--- src/clkctl_defs.svh ---
// register offsets, field positions, reset values and counts for clkctl
`ifndef CLKCTL_DEFS_SVH
`define CLKCTL_DEFS_SVH
// register indices on the plain register port
`define POWER_MODE_REG_OFS 8'h00
`define STATUS_REG_OFS 8'h01
`define EXTERNAL_FLAG_REG_OFS 8'h02
`define TIMER_RATE_CONTROL_REG_OFS 8'h03
// power mode register fields
`define DIV_SEL_HI_BIT 7
`define DIV_SEL_LO_BIT 6
`define FAST_RETURN_BIT 5
// external flag register fields
`define RING_ACTIVE_BIT 2
`define RING_STOP_SEL_BIT 1
// divider codes
`define DIV_MULT 2'h0
`define DIV_RSVD 2'h1
`define DIV_ONE 2'h2
`define DIV_PMM 2'h3
// reset values
`define DIV_RESET 2'h2
`define RATE_RESET 6'h00
// oscillator cycles per system cycle in reduced-speed mode
`define PMM_RATIO 11'h400
// oscillator cycles per tick, divide-by-1 setting
`define TMR_SLOW_N 15'h000C
`define TMR_QUAD_N 15'h0004
`define TMR_FAST_N 15'h0001
`define T2_N 15'h0002
`define SM0_SLOW_N 15'h000C
`define SM0_FAST_N 15'h0004
`define SM2_SLOW_N 15'h0040
`define SM2_FAST_N 15'h0020
// oscillator cycles per tick, divide-by-1024 setting
`define TMR_PMM_SLOW_N 15'h0C00
`define TMR_PMM_FAST_N 15'h0400
`define T2_PMM_N 15'h0800
`define SM0_PMM_SLOW_N 15'h0C00
`define SM0_PMM_FAST_N 15'h0400
`define SM2_PMM_SLOW_N 15'h3FDC
`define SM2_PMM_FAST_N 15'h2000
// crystal warm-up after stop, external-source clocks
`define WARMUP_CLOCKS 65536
`endif

--- src/clkctl_pkg.sv ---
// types shared by the clock controller
`default_nettype none
package clkctl_pkg;
  // register port request
  typedef struct packed {
    logic [7:0] addr;
    logic [7:0] wdata;
    logic wr;
    logic rd;
  } reg_req_t;
  // serial side information, per port except the shared baud doubler
  typedef struct packed {
    logic [1:0] rx_enable;
    logic [1:0] tx_load;
    logic [1:0] tx_active;
    logic [1:0] rx_active;
    logic [1:0] multiprocessor_enable;
    logic baud_doubler;
  } serial_info_t;
  // time-base enables toward timers and serial ports
  typedef struct packed {
    logic [2:0] timer_tick;
    logic [1:0] mode0_tick;
    logic [1:0] mode2_tick;
  } tick_t;
  // clock source state, one-hot
  typedef enum logic [1:0] {
    SRC_XTAL = 2'b01,
    SRC_RING = 2'b10
  } clk_src_t;
endpackage
`default_nettype wire

--- src/clock_divider_switchback_ctrl.sv ---
// system clock divider, switchback and ring oscillator resume control
//
// Overview of operation
// pmm forms each system cycle from 1024 clocks
// pmm entry or exit only via divide-by-1
// illegal divider write ignored, bits kept
// software checks serial idle before changing
// timers reset to 12 clocks, selectable faster
// pmm timer and baud tick periods
// pmm serial mode 0 and 2 periods
// switchback forces divide-by-1 when enabled
// only acknowledged interrupts cause switchback
// interrupts, serial, resets are switchback sources
// receive switchback on start edge, receiver enabled
// transmit buffer load causes switchback
// serial interrupt flags never affect switchback
// interrupt switchback at next system cycle
// enable or priority write delays interrupts
// transmit at next instruction, receive immediately
// unmatched multiprocessor address still switches back
// stop resume on ring, crystal after warm-up
// read-only ring active flag, reset zero
// power-on reset starts on crystal
// stop mode uses true edge interrupt detection
// divider decode, reset value divide-by-1
// switchback enable resets zero, disables switchback
// read-only serial activity flags, reset zero
// divider changes only at cycle boundary; switchback loads divide-by-1 at once
//
// The address-and-strobe port and the register addresses were chosen for this implementation.
`default_nettype none
`include "clkctl_defs.svh"
module clock_divider_switchback_ctrl #(
  parameter int WARMUP = `WARMUP_CLOCKS  // crystal warm-up clocks
) (
  input wire logic mclk,
  input wire logic rst,
  input wire clkctl_pkg::reg_req_t bus,
  output logic [7:0] rdata,
  input wire logic [5:0] ext_int_pin,
  input wire logic irq_ack,
  input wire logic ie_ip_write,
  input wire logic instr_end,
  input wire logic [1:0] rx_pin,
  input wire clkctl_pkg::serial_info_t serial,
  input wire logic reset_source,
  input wire logic stop_mode,
  input wire logic stop_exit,
  input wire logic xtal_pin,
  output logic sys_en,
  output clkctl_pkg::tick_t ticks,
  output logic [5:0] ext_int_edge,
  output logic ring_osc_select
);
  // software-visible state
  logic [1:0] divider;  // divider_select_hi/lo
  logic fast_return_enable;  // switchback enable
  logic ring_osc_stop_select;  // resume-on-ring select
  logic [5:0] timer_speed_select;  // two bits per timer
  logic [3:0] activity;  // serial activity flags
  // divider in effect for the clock generator
  logic [1:0] eff_div;
  logic [10:0] sys_cnt;  // position inside system cycle
  // synchronisers
  logic [5:0] int_s1, int_s2, int_prev;
  logic [1:0] rx_s1, rx_s2, rx_prev;
  logic xtal_s1, xtal_s2, xtal_prev;
  // switchback bookkeeping
  logic [1:0] defer_cnt;  // instructions left with irqs held
  logic tx_pend;  // buffer loaded, waiting for next instr
  logic irq_sb, rx_sb, tx_sb, sb_now;
  logic wr_pmr, legal_wr;
  // clock source
  clkctl_pkg::clk_src_t src;
  logic [16:0] warm_cnt;
  logic ring_osc_active_flag;
  // tick generators
  logic [14:0] tick_cnt [7];
  logic [14:0] tick_per [7];
  logic [6:0] tick_hit;
  logic reduced_speed_mode;

  // oscillator cycles per system cycle, per setting
  function automatic logic [10:0] sys_ratio(input logic [1:0] d);
    sys_ratio = (d == `DIV_PMM) ? `PMM_RATIO : 11'h001;
  endfunction

  // timer tick period from its speed select
  function automatic logic [14:0] timer_per(input logic [1:0] s,
                                            input logic p);
    if (p) begin
      timer_per = (s == 2'h0) ? `TMR_PMM_SLOW_N : `TMR_PMM_FAST_N;
    end else if (s == 2'h0) begin
      timer_per = `TMR_SLOW_N;
    end else if (s == 2'h1) begin
      timer_per = `TMR_QUAD_N;
    end else begin
      timer_per = `TMR_FAST_N;
    end
  endfunction

  // two-flop synchronisers for pins
  always_ff @(posedge mclk) begin
    int_s1 <= ext_int_pin;
    int_s2 <= int_s1;
    rx_s1 <= rx_pin;
    rx_s2 <= rx_s1;
    xtal_s1 <= xtal_pin;
    xtal_s2 <= xtal_s1;
  end

  // previous synchronised values for edge detection
  always_ff @(posedge mclk) begin
    if (rst) begin
      rx_prev <= 2'h3;
      xtal_prev <= 1'b0;
    end else begin
      rx_prev <= rx_s2;
      xtal_prev <= xtal_s2;
    end
  end

  // interrupt edges: sampled per system cycle, true edges in stop
  always_ff @(posedge mclk) begin
    if (rst) begin
      int_prev <= 6'h00;
      ext_int_edge <= 6'h00;
    end else if (stop_mode) begin
      int_prev <= int_s2;
      ext_int_edge <= int_prev & ~int_s2;
    end else if (sys_en) begin
      int_prev <= int_s2;
      ext_int_edge <= int_prev & ~int_s2;
    end else begin
      ext_int_edge <= 6'h00;
    end
  end

  // serial activity flags, read-only copies
  always_ff @(posedge mclk) begin
    if (rst) begin
      activity <= 4'h0;
    end else begin
      activity <= {serial.tx_active[1], serial.rx_active[1],
                   serial.tx_active[0], serial.rx_active[0]};
    end
  end

  // interrupt hold after an enable or priority write
  always_ff @(posedge mclk) begin
    if (rst) begin
      defer_cnt <= 2'h0;
    end else if (instr_end && ie_ip_write) begin
      defer_cnt <= 2'h1;
    end else if (instr_end && defer_cnt != 2'h0) begin
      defer_cnt <= defer_cnt - 2'h1;
    end
  end

  // switchback sources; serial interrupt flags are not inputs

  always_comb begin
    irq_sb = irq_ack && (defer_cnt == 2'h0);
    // start edge, address match irrelevant; see R11
    rx_sb = |(rx_prev & ~rx_s2 & serial.rx_enable);
    tx_sb = tx_pend && instr_end;
    // see R10
    sb_now = fast_return_enable && (irq_sb || rx_sb || tx_sb);
  end

  // transmit buffer load waits for the next instruction
  always_ff @(posedge mclk) begin
    if (rst) begin
      tx_pend <= 1'b0;
    end else if (|serial.tx_load) begin
      tx_pend <= 1'b1;
    end else if (instr_end) begin
      tx_pend <= 1'b0;
    end
  end

  // write legality of the divider field
  always_comb begin
    wr_pmr = bus.wr && (bus.addr == `POWER_MODE_REG_OFS);

    legal_wr = (divider == `DIV_ONE) ||
               (bus.wdata[`DIV_SEL_HI_BIT:`DIV_SEL_LO_BIT] == `DIV_ONE);
  end

  // divider select bits; switchback wins over a write
  always_ff @(posedge mclk) begin
    if (rst || reset_source) begin
      divider <= `DIV_RESET;  // see R22
    end else if (sb_now) begin
      divider <= `DIV_ONE;
    end else if (wr_pmr && legal_wr) begin
      divider <= bus.wdata[`DIV_SEL_HI_BIT:`DIV_SEL_LO_BIT];
    end  // illegal writes keep the bits
  end

  // other software control bits
  always_ff @(posedge mclk) begin
    if (rst) begin
      fast_return_enable <= 1'b0;
      ring_osc_stop_select <= 1'b0;
      timer_speed_select <= `RATE_RESET;
    end else if (bus.wr) begin
      if (bus.addr == `POWER_MODE_REG_OFS) begin
        fast_return_enable <= bus.wdata[`FAST_RETURN_BIT];
      end
      if (bus.addr == `EXTERNAL_FLAG_REG_OFS) begin
        ring_osc_stop_select <= bus.wdata[`RING_STOP_SEL_BIT];
      end
      if (bus.addr == `TIMER_RATE_CONTROL_REG_OFS) begin
        timer_speed_select <= bus.wdata[5:0];
      end
    end
  end

  // system cycle counter; new divider taken only at a boundary, except switchback, which loads divide-by-1 at once
  always_ff @(posedge mclk) begin
    if (rst) begin
      eff_div <= `DIV_RESET;
      sys_cnt <= 11'h000;
    end else if (sb_now) begin
      eff_div <= `DIV_ONE;  // restart a full cycle
      sys_cnt <= 11'h000;
    end else if (sys_en) begin
      eff_div <= divider;
      sys_cnt <= 11'h000;
    end else begin
      sys_cnt <= sys_cnt + 11'h001;
    end
  end

  // one enable per system cycle
  assign sys_en = (sys_cnt == sys_ratio(eff_div) - 11'h001);
  assign reduced_speed_mode = (eff_div == `DIV_PMM);

  // tick periods from mode and selects
  always_comb begin
    for (int i = 0; i < 3; i++) begin
      // see R5
      tick_per[i] = timer_per(timer_speed_select[2*i +: 2], reduced_speed_mode);
    end
    // timer 2 ignores its select in reduced speed
    if (reduced_speed_mode) begin
      tick_per[2] = `T2_PMM_N;
    end
    for (int p = 0; p < 2; p++) begin

      if (reduced_speed_mode) begin
        tick_per[3+p] = serial.multiprocessor_enable[p] ?
                        `SM0_PMM_FAST_N : `SM0_PMM_SLOW_N;
        tick_per[5+p] = serial.baud_doubler ?
                        `SM2_PMM_FAST_N : `SM2_PMM_SLOW_N;
      end else begin
        tick_per[3+p] = serial.multiprocessor_enable[p] ?
                        `SM0_FAST_N : `SM0_SLOW_N;
        tick_per[5+p] = serial.baud_doubler ?
                        `SM2_FAST_N : `SM2_SLOW_N;
      end
    end
  end

  // tick counters in oscillator cycles
  always_ff @(posedge mclk) begin
    for (int i = 0; i < 7; i++) begin
      if (rst || tick_hit[i]) begin
        tick_cnt[i] <= 15'h0000;
      end else begin
        tick_cnt[i] <= tick_cnt[i] + 15'h0001;
      end
    end
  end

  // terminal counts; a shrunk period ends at once
  always_comb begin
    for (int i = 0; i < 7; i++) begin
      tick_hit[i] = (tick_cnt[i] >= tick_per[i] - 15'h0001);
    end
  end

  // registered tick outputs
  always_ff @(posedge mclk) begin
    if (rst) begin
      ticks <= '0;
    end else begin
      ticks.timer_tick <= tick_hit[2:0];
      ticks.mode0_tick <= tick_hit[4:3];
      ticks.mode2_tick <= tick_hit[6:5];
    end
  end

  // clock source: ring on resume, crystal after warm-up
  always_ff @(posedge mclk) begin
    if (rst) begin
      src <= clkctl_pkg::SRC_XTAL;
      warm_cnt <= 17'h00000;
    end else begin
      unique case (src)
        clkctl_pkg::SRC_XTAL: begin
          if (stop_exit && ring_osc_stop_select) begin
            src <= clkctl_pkg::SRC_RING;
            warm_cnt <= 17'h00000;
          end
        end
        clkctl_pkg::SRC_RING: begin
          // count crystal edges while running on the ring
          if (xtal_s2 && !xtal_prev) begin
            if (warm_cnt == 17'(WARMUP - 1)) begin
              src <= clkctl_pkg::SRC_XTAL;
            end
            warm_cnt <= warm_cnt + 17'h00001;
          end
        end
      endcase
    end
  end

  assign ring_osc_active_flag = (src == clkctl_pkg::SRC_RING);
  assign ring_osc_select = ring_osc_active_flag;

  // read data, one cycle after the strobe
  always_ff @(posedge mclk) begin
    if (rst) begin
      rdata <= 8'h00;
    end else if (bus.rd) begin
      unique case (bus.addr)
        `POWER_MODE_REG_OFS:
          rdata <= {divider, fast_return_enable, 5'h00};
        `STATUS_REG_OFS:
          rdata <= {4'h0, activity};
        `EXTERNAL_FLAG_REG_OFS:

          rdata <= {5'h00, ring_osc_active_flag,
                    ring_osc_stop_select, 1'b0};
        `TIMER_RATE_CONTROL_REG_OFS:
          rdata <= {2'h0, timer_speed_select};
        default:
          rdata <= 8'h00;  // unmapped reads zero
      endcase
    end else begin
      rdata <= 8'h00;
    end
  end
endmodule
`default_nettype wire

--- config.mk ---
export PLATFORM = sky130hd
export DESIGN_NAME = clock_divider_switchback_ctrl
export DESIGN_NICKNAME = d
export VERILOG_FILES = /design/src/clkctl_pkg.sv /design/src/clock_divider_switchback_ctrl.sv
export VERILOG_INCLUDE_DIRS = /design/src
export SDC_FILE = /design/constraint.sdc
export NUM_CORES = 1
export LEC_CHECK = 0
export BUFFER_PORTS_ARGS = -buffer_cell sky130_fd_sc_hd__buf_2
export CAP_MARGIN = 15
export CORE_ASPECT_RATIO = 0.6
export CORE_MARGIN = 2
export CORE_UTILIZATION = 50
export CTS_BUF_LIST = sky130_fd_sc_hd__clkbuf_4 sky130_fd_sc_hd__clkbuf_8
export DETAILED_ROUTE_END_ITERATION = 7
export PLACE_DENSITY_LB_ADDON = 0.25
export SYNTH_ARGS = -nofsm -noshare
export SYNTH_HDL_FRONTEND = slang
export SYNTH_SLANG_ARGS = --single-unit
--- constraint.sdc ---
create_clock -name mclk -period 3.7 [get_ports mclk]
set_input_delay 0 -clock mclk [delete_from_list [all_inputs] [get_ports mclk]]
set_output_delay 0 -clock mclk [all_outputs]
set_load 0.02 [all_outputs]
* Yosys cells after proc, flatten, opt, wreduce, memory -nomap -nowiden
Memories as Yosys holds them, arrays and structs flattened. Index checks and enable logic that the tools add are counted.
Cells by class: equality and inequality tests 16, bitwise gates (word level) 13, $add $sub $neg 17, order comparisons 7, reductions and logical operators 42, mux-type cells 65
Operators by type and width (count):
- 15-bit 2-to-1 mux | 8
- 15-bit by 1-bit adder with 15-bit output (second input constant) | 7
- 15-bit >= comparator | 7
- 12-bit 2-to-1 mux | 8
- 15-bit by 1-bit subtractor with 15-bit output (second input constant) | 6
- 17-bit 2-to-1 mux | 2
- 17-bit case mux with 2 select lines | 1
- 8-bit case mux with 4 select lines | 1
- 1-bit 2-to-1 mux | 25
- 6-bit 2-to-1 mux | 4
- 4-bit 2-to-1 mux | 5
- 17-bit by 1-bit adder with 17-bit output (second input constant) | 1
- 17-bit by 16-bit == test with 1-bit output (second input constant) | 1
- 8-bit by 2-bit == test with 1-bit output (second input constant) | 2
- 14-bit 2-to-1 mux | 1
- 13-bit 2-to-1 mux | 1
- 2-bit OR reduction | 6
- 11-bit by 1-bit adder with 11-bit output (second input constant) | 1
- 11-bit == test | 1
- 1-bit logical OR | 11
- 11-bit 2-to-1 mux | 1
- 11-bit by 1-bit subtractor with 11-bit output (second input constant) | 1
- 1-bit logical AND | 9
- 3-bit 2-to-1 mux | 3
- other kinds (22) | 47
Storage, ports and cells: logic and storage cells 187, input port bits 46, memories kept 1, output and inout bits 23, flip-flop bits (word level) 97, memory bits (writable) 105
Memories:
- tick_cnt | words 7, width 15, rd ports 7, clocked after memory_dff 0, write ports 7, line clock_divider_switchback_ctrl.sv:78 | logic [14:0] tick_cnt [7];

* Logic depth before layout (Yosys ltp)
Gate-level depths: netlist of run 1.
depth after elaboration 10, mapped depth 15, gate-level depth less buffers 10

* Least setup slack after synthesis of run 1
No wires, ideal clock.
kind flip-flop to flip-flop, start reg eff_div[0], end mem tick_cnt[5][10], buffers on the path 5, setup slack 504 ps, cell stages (with the launch flop) 16, arrival time 3132 ps, setup time 64 ps, path through dfxtp_1 > buf_4 > and2_4 > buf_12 > buf_2 > inv_1 > ha_1 > inv_1 > ha_1 > and4_1 > a31oi_1 > a211oi_1 > or3_1 > clkbuf_1 > buf_6 > nor2_1
RTL lines:
- start: declaration | line clock_divider_switchback_ctrl.sv:62 | logic [1:0] eff_div;
- start signal: assignment | line clock_divider_switchback_ctrl.sv:223 | eff_div <= `DIV_RESET;
- start signal: assignment | line clock_divider_switchback_ctrl.sv:226 | eff_div <= `DIV_ONE;
- start signal: assignment | line clock_divider_switchback_ctrl.sv:229 | eff_div <= divider;
- end: declaration | line clock_divider_switchback_ctrl.sv:78

==> results.sh, run 1 <==
export IMPL_status="complete, no violations"
export IMPL_peakVddDrop_mv=0.311
export IMPL_fillCellCount=1634
export IMPL_whs_ns=0.0341
export IMPL_drt_iter0_drc=507
export IMPL_grt_pass1_wl_mm=36.7
export IMPL_core_area_um2=19200
export IMPL_ioPinCount=69
export IMPL_drtPass1Iterations=5
export IMPL_ctsResizeCount=0
export IMPL_ys_seq_elements=202
export IMPL_arrival_ns=3.67
export IMPL_final_common_cell="dfxtp_1"
export IMPL_ys_warn_count=0
export IMPL_hp_class="primary input to flop"
export IMPL_cts_made_buffers=30
export IMPL_synthCells=1039
export IMPL_cts_path_max_buffers=3
export IMPL_wire_per_inst_um=15.2
export IMPL_clk_latency_ns=0.59
export IMPL_cpPeakStageDelay_ns=0.48
export IMPL_critPathSlowestCell="dfxtp_1"
export IMPL_internal_power_mw=3.40
export IMPL_grt_pass1_vias=7239
export IMPL_pwr_share_seq_pct=50.9
export IMPL_synthArstFlopShare_pct=0
export IMPL_start_kind="flop"
export IMPL_final_cell_mix="202 x dfxtp_1, 125 x nor2_1, 80 x ha_1"
export IMPL_synth_area_leaders="dfxtp_1 41%, ha_1 10%, xor2_1 4.9%, nor2_1 4.8%, xnor2_1 4.6%"
export IMPL_synth_top_area_cell="dfxtp_1"
export IMPL_post_cts_buffers=0
export IMPL_grt_ovfl_total=0
export IMPL_rsz0062_at_grt="false"
export IMPL_root_buffer="clkbuf_8"
export IMPL_finalClockSkew_ns=0.0132
export IMPL_power_leakage_nw=4.73
export IMPL_end_kind="flop"
export IMPL_synth_cell_types=73
export IMPL_ys_seq_area_share_pct=41.1
export IMPL_netlist_area_um2=9850
export IMPL_drtAntennaViolNets=0
export IMPL_switching_share_pct=22.9
export IMPL_p_switching_mw=1.01
export IMPL_post_synth_cell_area_avg_um2=9.48
export IMPL_die_w_um=185
export IMPL_diodes=0
export IMPL_synth_edff_count=0
export IMPL_grt_max_degree=37
export IMPL_cts_max_level=1
export IMPL_num_rows=39
export IMPL_crit_chain="and3b_1 > inv_1 > ha_1 > inv_1 > ha_1 > nand4_1 > or3b_1 > a211oi_1 > or3_1 > nor2_1"
export IMPL_cap_violations=0
export IMPL_synth_top_flop_cell="dfxtp_1"
export IMPL_portBuffers=68
export IMPL_clock_sinks=202
export IMPL_finalCritPeriodShare_pct=87.2
export IMPL_finalSetupViolations=0
export IMPL_clk_pin_slew_ns=0.07
export IMPL_worst_pin_slew_ns=1.08
export IMPL_drc=0
export IMPL_fin_tns_setup_ns=0
export IMPL_max_slew_margin_pct=27.7
export IMPL_finalMaxSlewViolations=0
export IMPL_start_util_pct=51.3
export IMPL_clkPwrFrac_pct=44.1
export IMPL_antenna_found_initial=0
export IMPL_cp_top_family="simple AND/OR/NAND/NOR gates"
export IMPL_final_nets=1295
export IMPL_crit_required_ns=4.15
export IMPL_gp_congestion=0.844
export IMPL_via_per_inst=5.35
export IMPL_grt_usage_pct=21.6
export IMPL_path_buf_inv=2
export IMPL_drive_above_1_share_pct=13.8
export IMPL_fmax_ghz=0.310
export IMPL_synth_top_cell_area_share_pct=41.1
export IMPL_post_dp_hpwl_mm=15.2
export IMPL_min_period_ns=3.22
export IMPL_wl_mm=22.1
export IMPL_cp_max_fo=15
export IMPL_power_frac_comb_pct=5.0
export IMPL_worstSetupPathType="flop to flop"
export IMPL_fp_dieH_um=113
export IMPL_power_density_nw_per_um2=382
export IMPL_hold_viol_final=0
export IMPL_die_area_um2=20900
export IMPL_cts_tree="built"
export IMPL_areaGrowthSynthToFinish_pct=17.2
export IMPL_vias=7793
## logic make-up after synthesis
family / share of synthesized area, %
xor gates and xnor gates: 9.52
adders and majority gates: 10.3
buffers and inverters: 3.23
and+or+nand+nor: 25.5
AOI/OAI and AO/OA: 8.37
DFF: 41.1
other: 0.0763
muxes: 1.94
## cell usage after synthesis, types with 13 or more instances
cell type	number
xnor2_1	52
a21oi_1	27
nand3_1	47
mux2i_1	18
ha_1	80
xor2_1	55
dfxtp_1	202
nor4_2	15
nor2_1	125
nand4_1	37
clkbuf_1	16
a21o_1	16
nor4_1	37
nand2_1	62
inv_1	28
and3_1	32
nor3_1	13
## routing by layer
metal  vias up  part of all wire (%)  global-route usage (%)  routed length [um]
met4         0                   1.7                    4.39                 374
met1      3612                    54                    33.6               12000
met2       171                    39                    30.2                8620
met3        32                   5.2                    4.86                1140
met5         -                     0                       0                   0
li1       3978                     -                       -                   -
## worst paths after layout
path         startpoint              to  slack [ns]  cells past startpoint
max          eff_div[0]  tick_cnt[5][4]        0.48                     10
min           stop_exit          src[1]        0.03                      4
max reg2reg  eff_div[0]  tick_cnt[5][4]        0.48                     10
min reg2reg    rx_s1[1]        rx_s2[1]        0.33                      0
## what timing repair did
| item | in CTS | in global routing |
|---|---|---|
| hold buffers | 50 | 0 |
| hold endpoints to repair | 37 | 0 |
| setup endpoints to repair | 0 | 0 |
## stage by stage
| stage | instance area, um2 | instances | util [%] | setup slack [ns] | total power [mW] |
|---|---|---|---|---|---|
| 4_1_cts | 11500 | 1456 | 60.2 | 0.475 | 4.45 |
| 6_report | 11500 | 1456 | 60.2 | 0.475 | 4.40 |
| 3_5_place_dp | 10400 | 1353 | 54.2 | 0.510 | 2.47 |
| 3_3_place_gp | 10400 | 1353 | 54.2 | 0.629 | 2.47 |
| 2_1_floorplan | 9900 | 1052 | - | 0.504 | 2.40 |
| 5_1_grt | 11500 | 1456 | 60.2 | 0.223 | 4.58 |
## worst min-delay path, delay by kind of cell
family / cells / cell delay (ns)
AO/OA/AOI/OAI: 2 / 0.31
buffers and inverters: 1 / 0.11
AND/OR/NAND/NOR: 1 / 0.14
## state kept, by name, indices dropped and copies added (netlist names), 2 cells and up
signal,cells
activity,4
defer_cnt,2
divider,2
eff_div,2
ext_int_edge,6
int_prev,6
int_s1,6
int_s2,6
rdata,8
rx_prev,2
rx_s1,2
rx_s2,2
src,2
sys_cnt,11
tick_cnt,105
ticks,7
timer_speed_select,6
warm_cnt,17
## power by group through the flow
| stage | clock network (mW) | logic, mW | registers, mW |
|---|---|---|---|
| 2_1_floorplan | 0 | 0.115 | 2.29 |
| 3_3_place_gp | 0 | 0.180 | 2.29 |
| 3_5_place_dp | 0 | 0.183 | 2.29 |
| 4_1_cts | 1.99 | 0.216 | 2.24 |
| 5_1_grt | 2.09 | 0.243 | 2.25 |
| 6_report | 1.94 | 0.218 | 2.24 |
## final cells by class
type                    count  area (um2)  share of cell area, %
clock inverters             6        58.8                  0.510
inverters                  29         114                  0.987
well taps                 266         333                   2.88
multi-input cells         785        5530                   48.0
flip-flops and latches    202        4040                   35.1
clock buffers              47         591                   5.12
repair buffers            121         863                   7.48
No activity file was read; power rests on OpenSTA's default activity.
==> run 2, diff against run 1 <==
clock period = 3.1 ns   (was 3.7 ns; I/O delays follow)
==> results.sh, run 2 (same netlist as run 1, synthesis figures left out) <==
export IMPL_status="complete, no violations"
export IMPL_placed_area_um2=10500
export IMPL_grt_ovfl_total=0
export IMPL_die_area_um2=20900
export IMPL_crit_required_ns=3.55
export IMPL_ioPinCount=69
export IMPL_cp_max_fo=10
export IMPL_design_area_um2=11600
export IMPL_portBuffers=68
export IMPL_clk_latency_ns=0.58
export IMPL_clkPwrFrac_pct=43.5
export IMPL_utilization_pct=60.3
export IMPL_fillCellCount=1662
export IMPL_via_per_inst=5.40
export IMPL_finalSetupViolations=0
export IMPL_pwr_share_seq_pct=51.4
export IMPL_num_rows=39
export IMPL_cap_violations=0
export IMPL_fmax_ghz=0.351
export IMPL_internal_power_mw=4.03
export IMPL_drive_above_1_share_pct=14.8
export IMPL_max_slew_margin_pct=54.4
export IMPL_power_density_nw_per_um2=451
export IMPL_multiInputGateArea_um2=5550
export IMPL_peakVddDrop_mv=0.393
export IMPL_power_frac_comb_pct=5.1
export IMPL_drc=0
export IMPL_worst_pin_slew_ns=0.684
export IMPL_final_nets=1298
export IMPL_final_cell_mix="200 x dfxtp_1, 125 x nor2_1, 79 x ha_1"
export IMPL_p_switching_mw=1.17
export IMPL_core_area_um2=19200
export IMPL_cts_tree="built"
export IMPL_hp_class="primary input to flop"
export IMPL_busiest_layer="met1"
export IMPL_switching_share_pct=22.5
export IMPL_cts_made_buffers=30
export IMPL_gp_congestion=0.824
export IMPL_fp_dieH_um=113
export IMPL_start_kind="flop"
export IMPL_finalMaxSlewViolations=0
export IMPL_grt_usage_pct=21.5
export IMPL_grt_use_met1_pct=33.8
export IMPL_drtAntennaViolNets=0
export IMPL_root_buffer="clkbuf_8"
export IMPL_regArea_um2=4050
export IMPL_post_cts_buffers=0
export IMPL_post_dp_hpwl_mm=15.3
export IMPL_die_w_um=185
export IMPL_drt_iter0_drc=681
export IMPL_diodes=0
export IMPL_min_period_ns=2.85
export IMPL_met3_usage_pct=3.44
export IMPL_drtPass1Iterations=5
export IMPL_areaGrowthSynthToFinish_pct=17.3
export IMPL_cts_path_max_buffers=3
export IMPL_antenna_found_initial=0
export IMPL_whs_ns=0.0371
export IMPL_clock_sinks=202
export IMPL_grt_pass1_wl_mm=36.7
export IMPL_top_regs="tick_cnt x105, warm_cnt x17, sys_cnt x11"
export IMPL_end_kind="flop"
export IMPL_rsz0062_at_grt="false"
export IMPL_vias=7867
export IMPL_grt_max_degree=33
export IMPL_arrival_ns=3.30
export IMPL_clk_pin_slew_ns=0.06
export IMPL_final_common_cell="dfxtp_1"
export IMPL_gr_usage_met2_pct=30.9
export IMPL_finalClockSkew_ns=0.0278
export IMPL_finalCritPeriodShare_pct=92.0
export IMPL_wl_mm=22.1
export IMPL_fin_tns_setup_ns=0
export IMPL_wire_per_inst_um=15.2
export IMPL_cts_max_level=1
export IMPL_grt_pass1_vias=7302
export IMPL_power_leakage_nw=4.72
export IMPL_start_util_pct=51.3
export IMPL_regMostFlops="tick_cnt"
export IMPL_largest_reg_flops=105
export IMPL_hold_viol_final=0
export IMPL_worstSetupPathType="flop to flop"
[run 2: path summary, 6_finish.rpt]
kind                            startpoint                  to  slack [ns]  cells past startpoint
worst min register to register    rx_s1[1]            rx_s2[1]        0.32                      0
worst max-delay path            eff_div[0]     tick_cnt[5][11]        0.25                     11
worst max register to register  eff_div[0]     tick_cnt[5][11]        0.25                     11
worst min-delay path               bus[16]  fast_return_enable        0.04                      6
[run 2: power by group through the flow]
stage,clock network [mW],logic (mW),registers (mW)
global route,2.46,0.293,2.68
floorplan,0,0.137,2.73
CTS,2.33,0.259,2.68
finish,2.27,0.263,2.68
global placement,0,0.218,2.73
detailed placement,0,0.222,2.73
[run 2: final cells by class]
| class | count | share of cell area [%] |
|---|---|---|
| Inverter | 29 | 1.02 |
| Tap cell | 266 | 2.88 |
| Sequential cell | 202 | 35.0 |
| Clock buffer | 51 | 5.43 |
| Timing Repair Buffer | 124 | 7.51 |
| Clock inverter | 1 | 0.141 |
| Multi-Input combinational cell | 785 | 48.0 |
[run 2: what timing repair did]
item,in CTS,in global routing
hold endpoints to repair,49,1
hold buffers,43,1
endpoints found under the setup margin,0,12
resized for setup,0,2
[run 2: critical path, stage by stage (launching register included)]
cell,delay (ns)
dfxtp_2,0.41
and3b_1,0.28
inv_1,0.11
ha_1,0.30
inv_1,0.09
ha_1,0.30
nand4_1,0.11
or3b_1,0.39
a211oi_1,0.22
or3_1,0.26
buf_4,0.22
nor2_1,0.06
[run 2: stage by stage]
stage | power (mW) | setup WS [ns] | std cells
2_1_floorplan | 2.87 | 0.0119 | 1052
3_3_place_gp | 2.95 | 0.307 | 1363
3_5_place_dp | 2.96 | 0.162 | 1363
4_1_cts | 5.27 | 0.136 | 1458
5_1_grt | 5.43 | 0.0867 | 1458
6_report | 5.21 | 0.247 | 1458
[run 2: metal layers]
metal,vias to the layer above,wire length [um]
li1,3988,-
met1,3647,11600
met2,202,9000
met3,30,1220
met4,0,284
met5,-,0
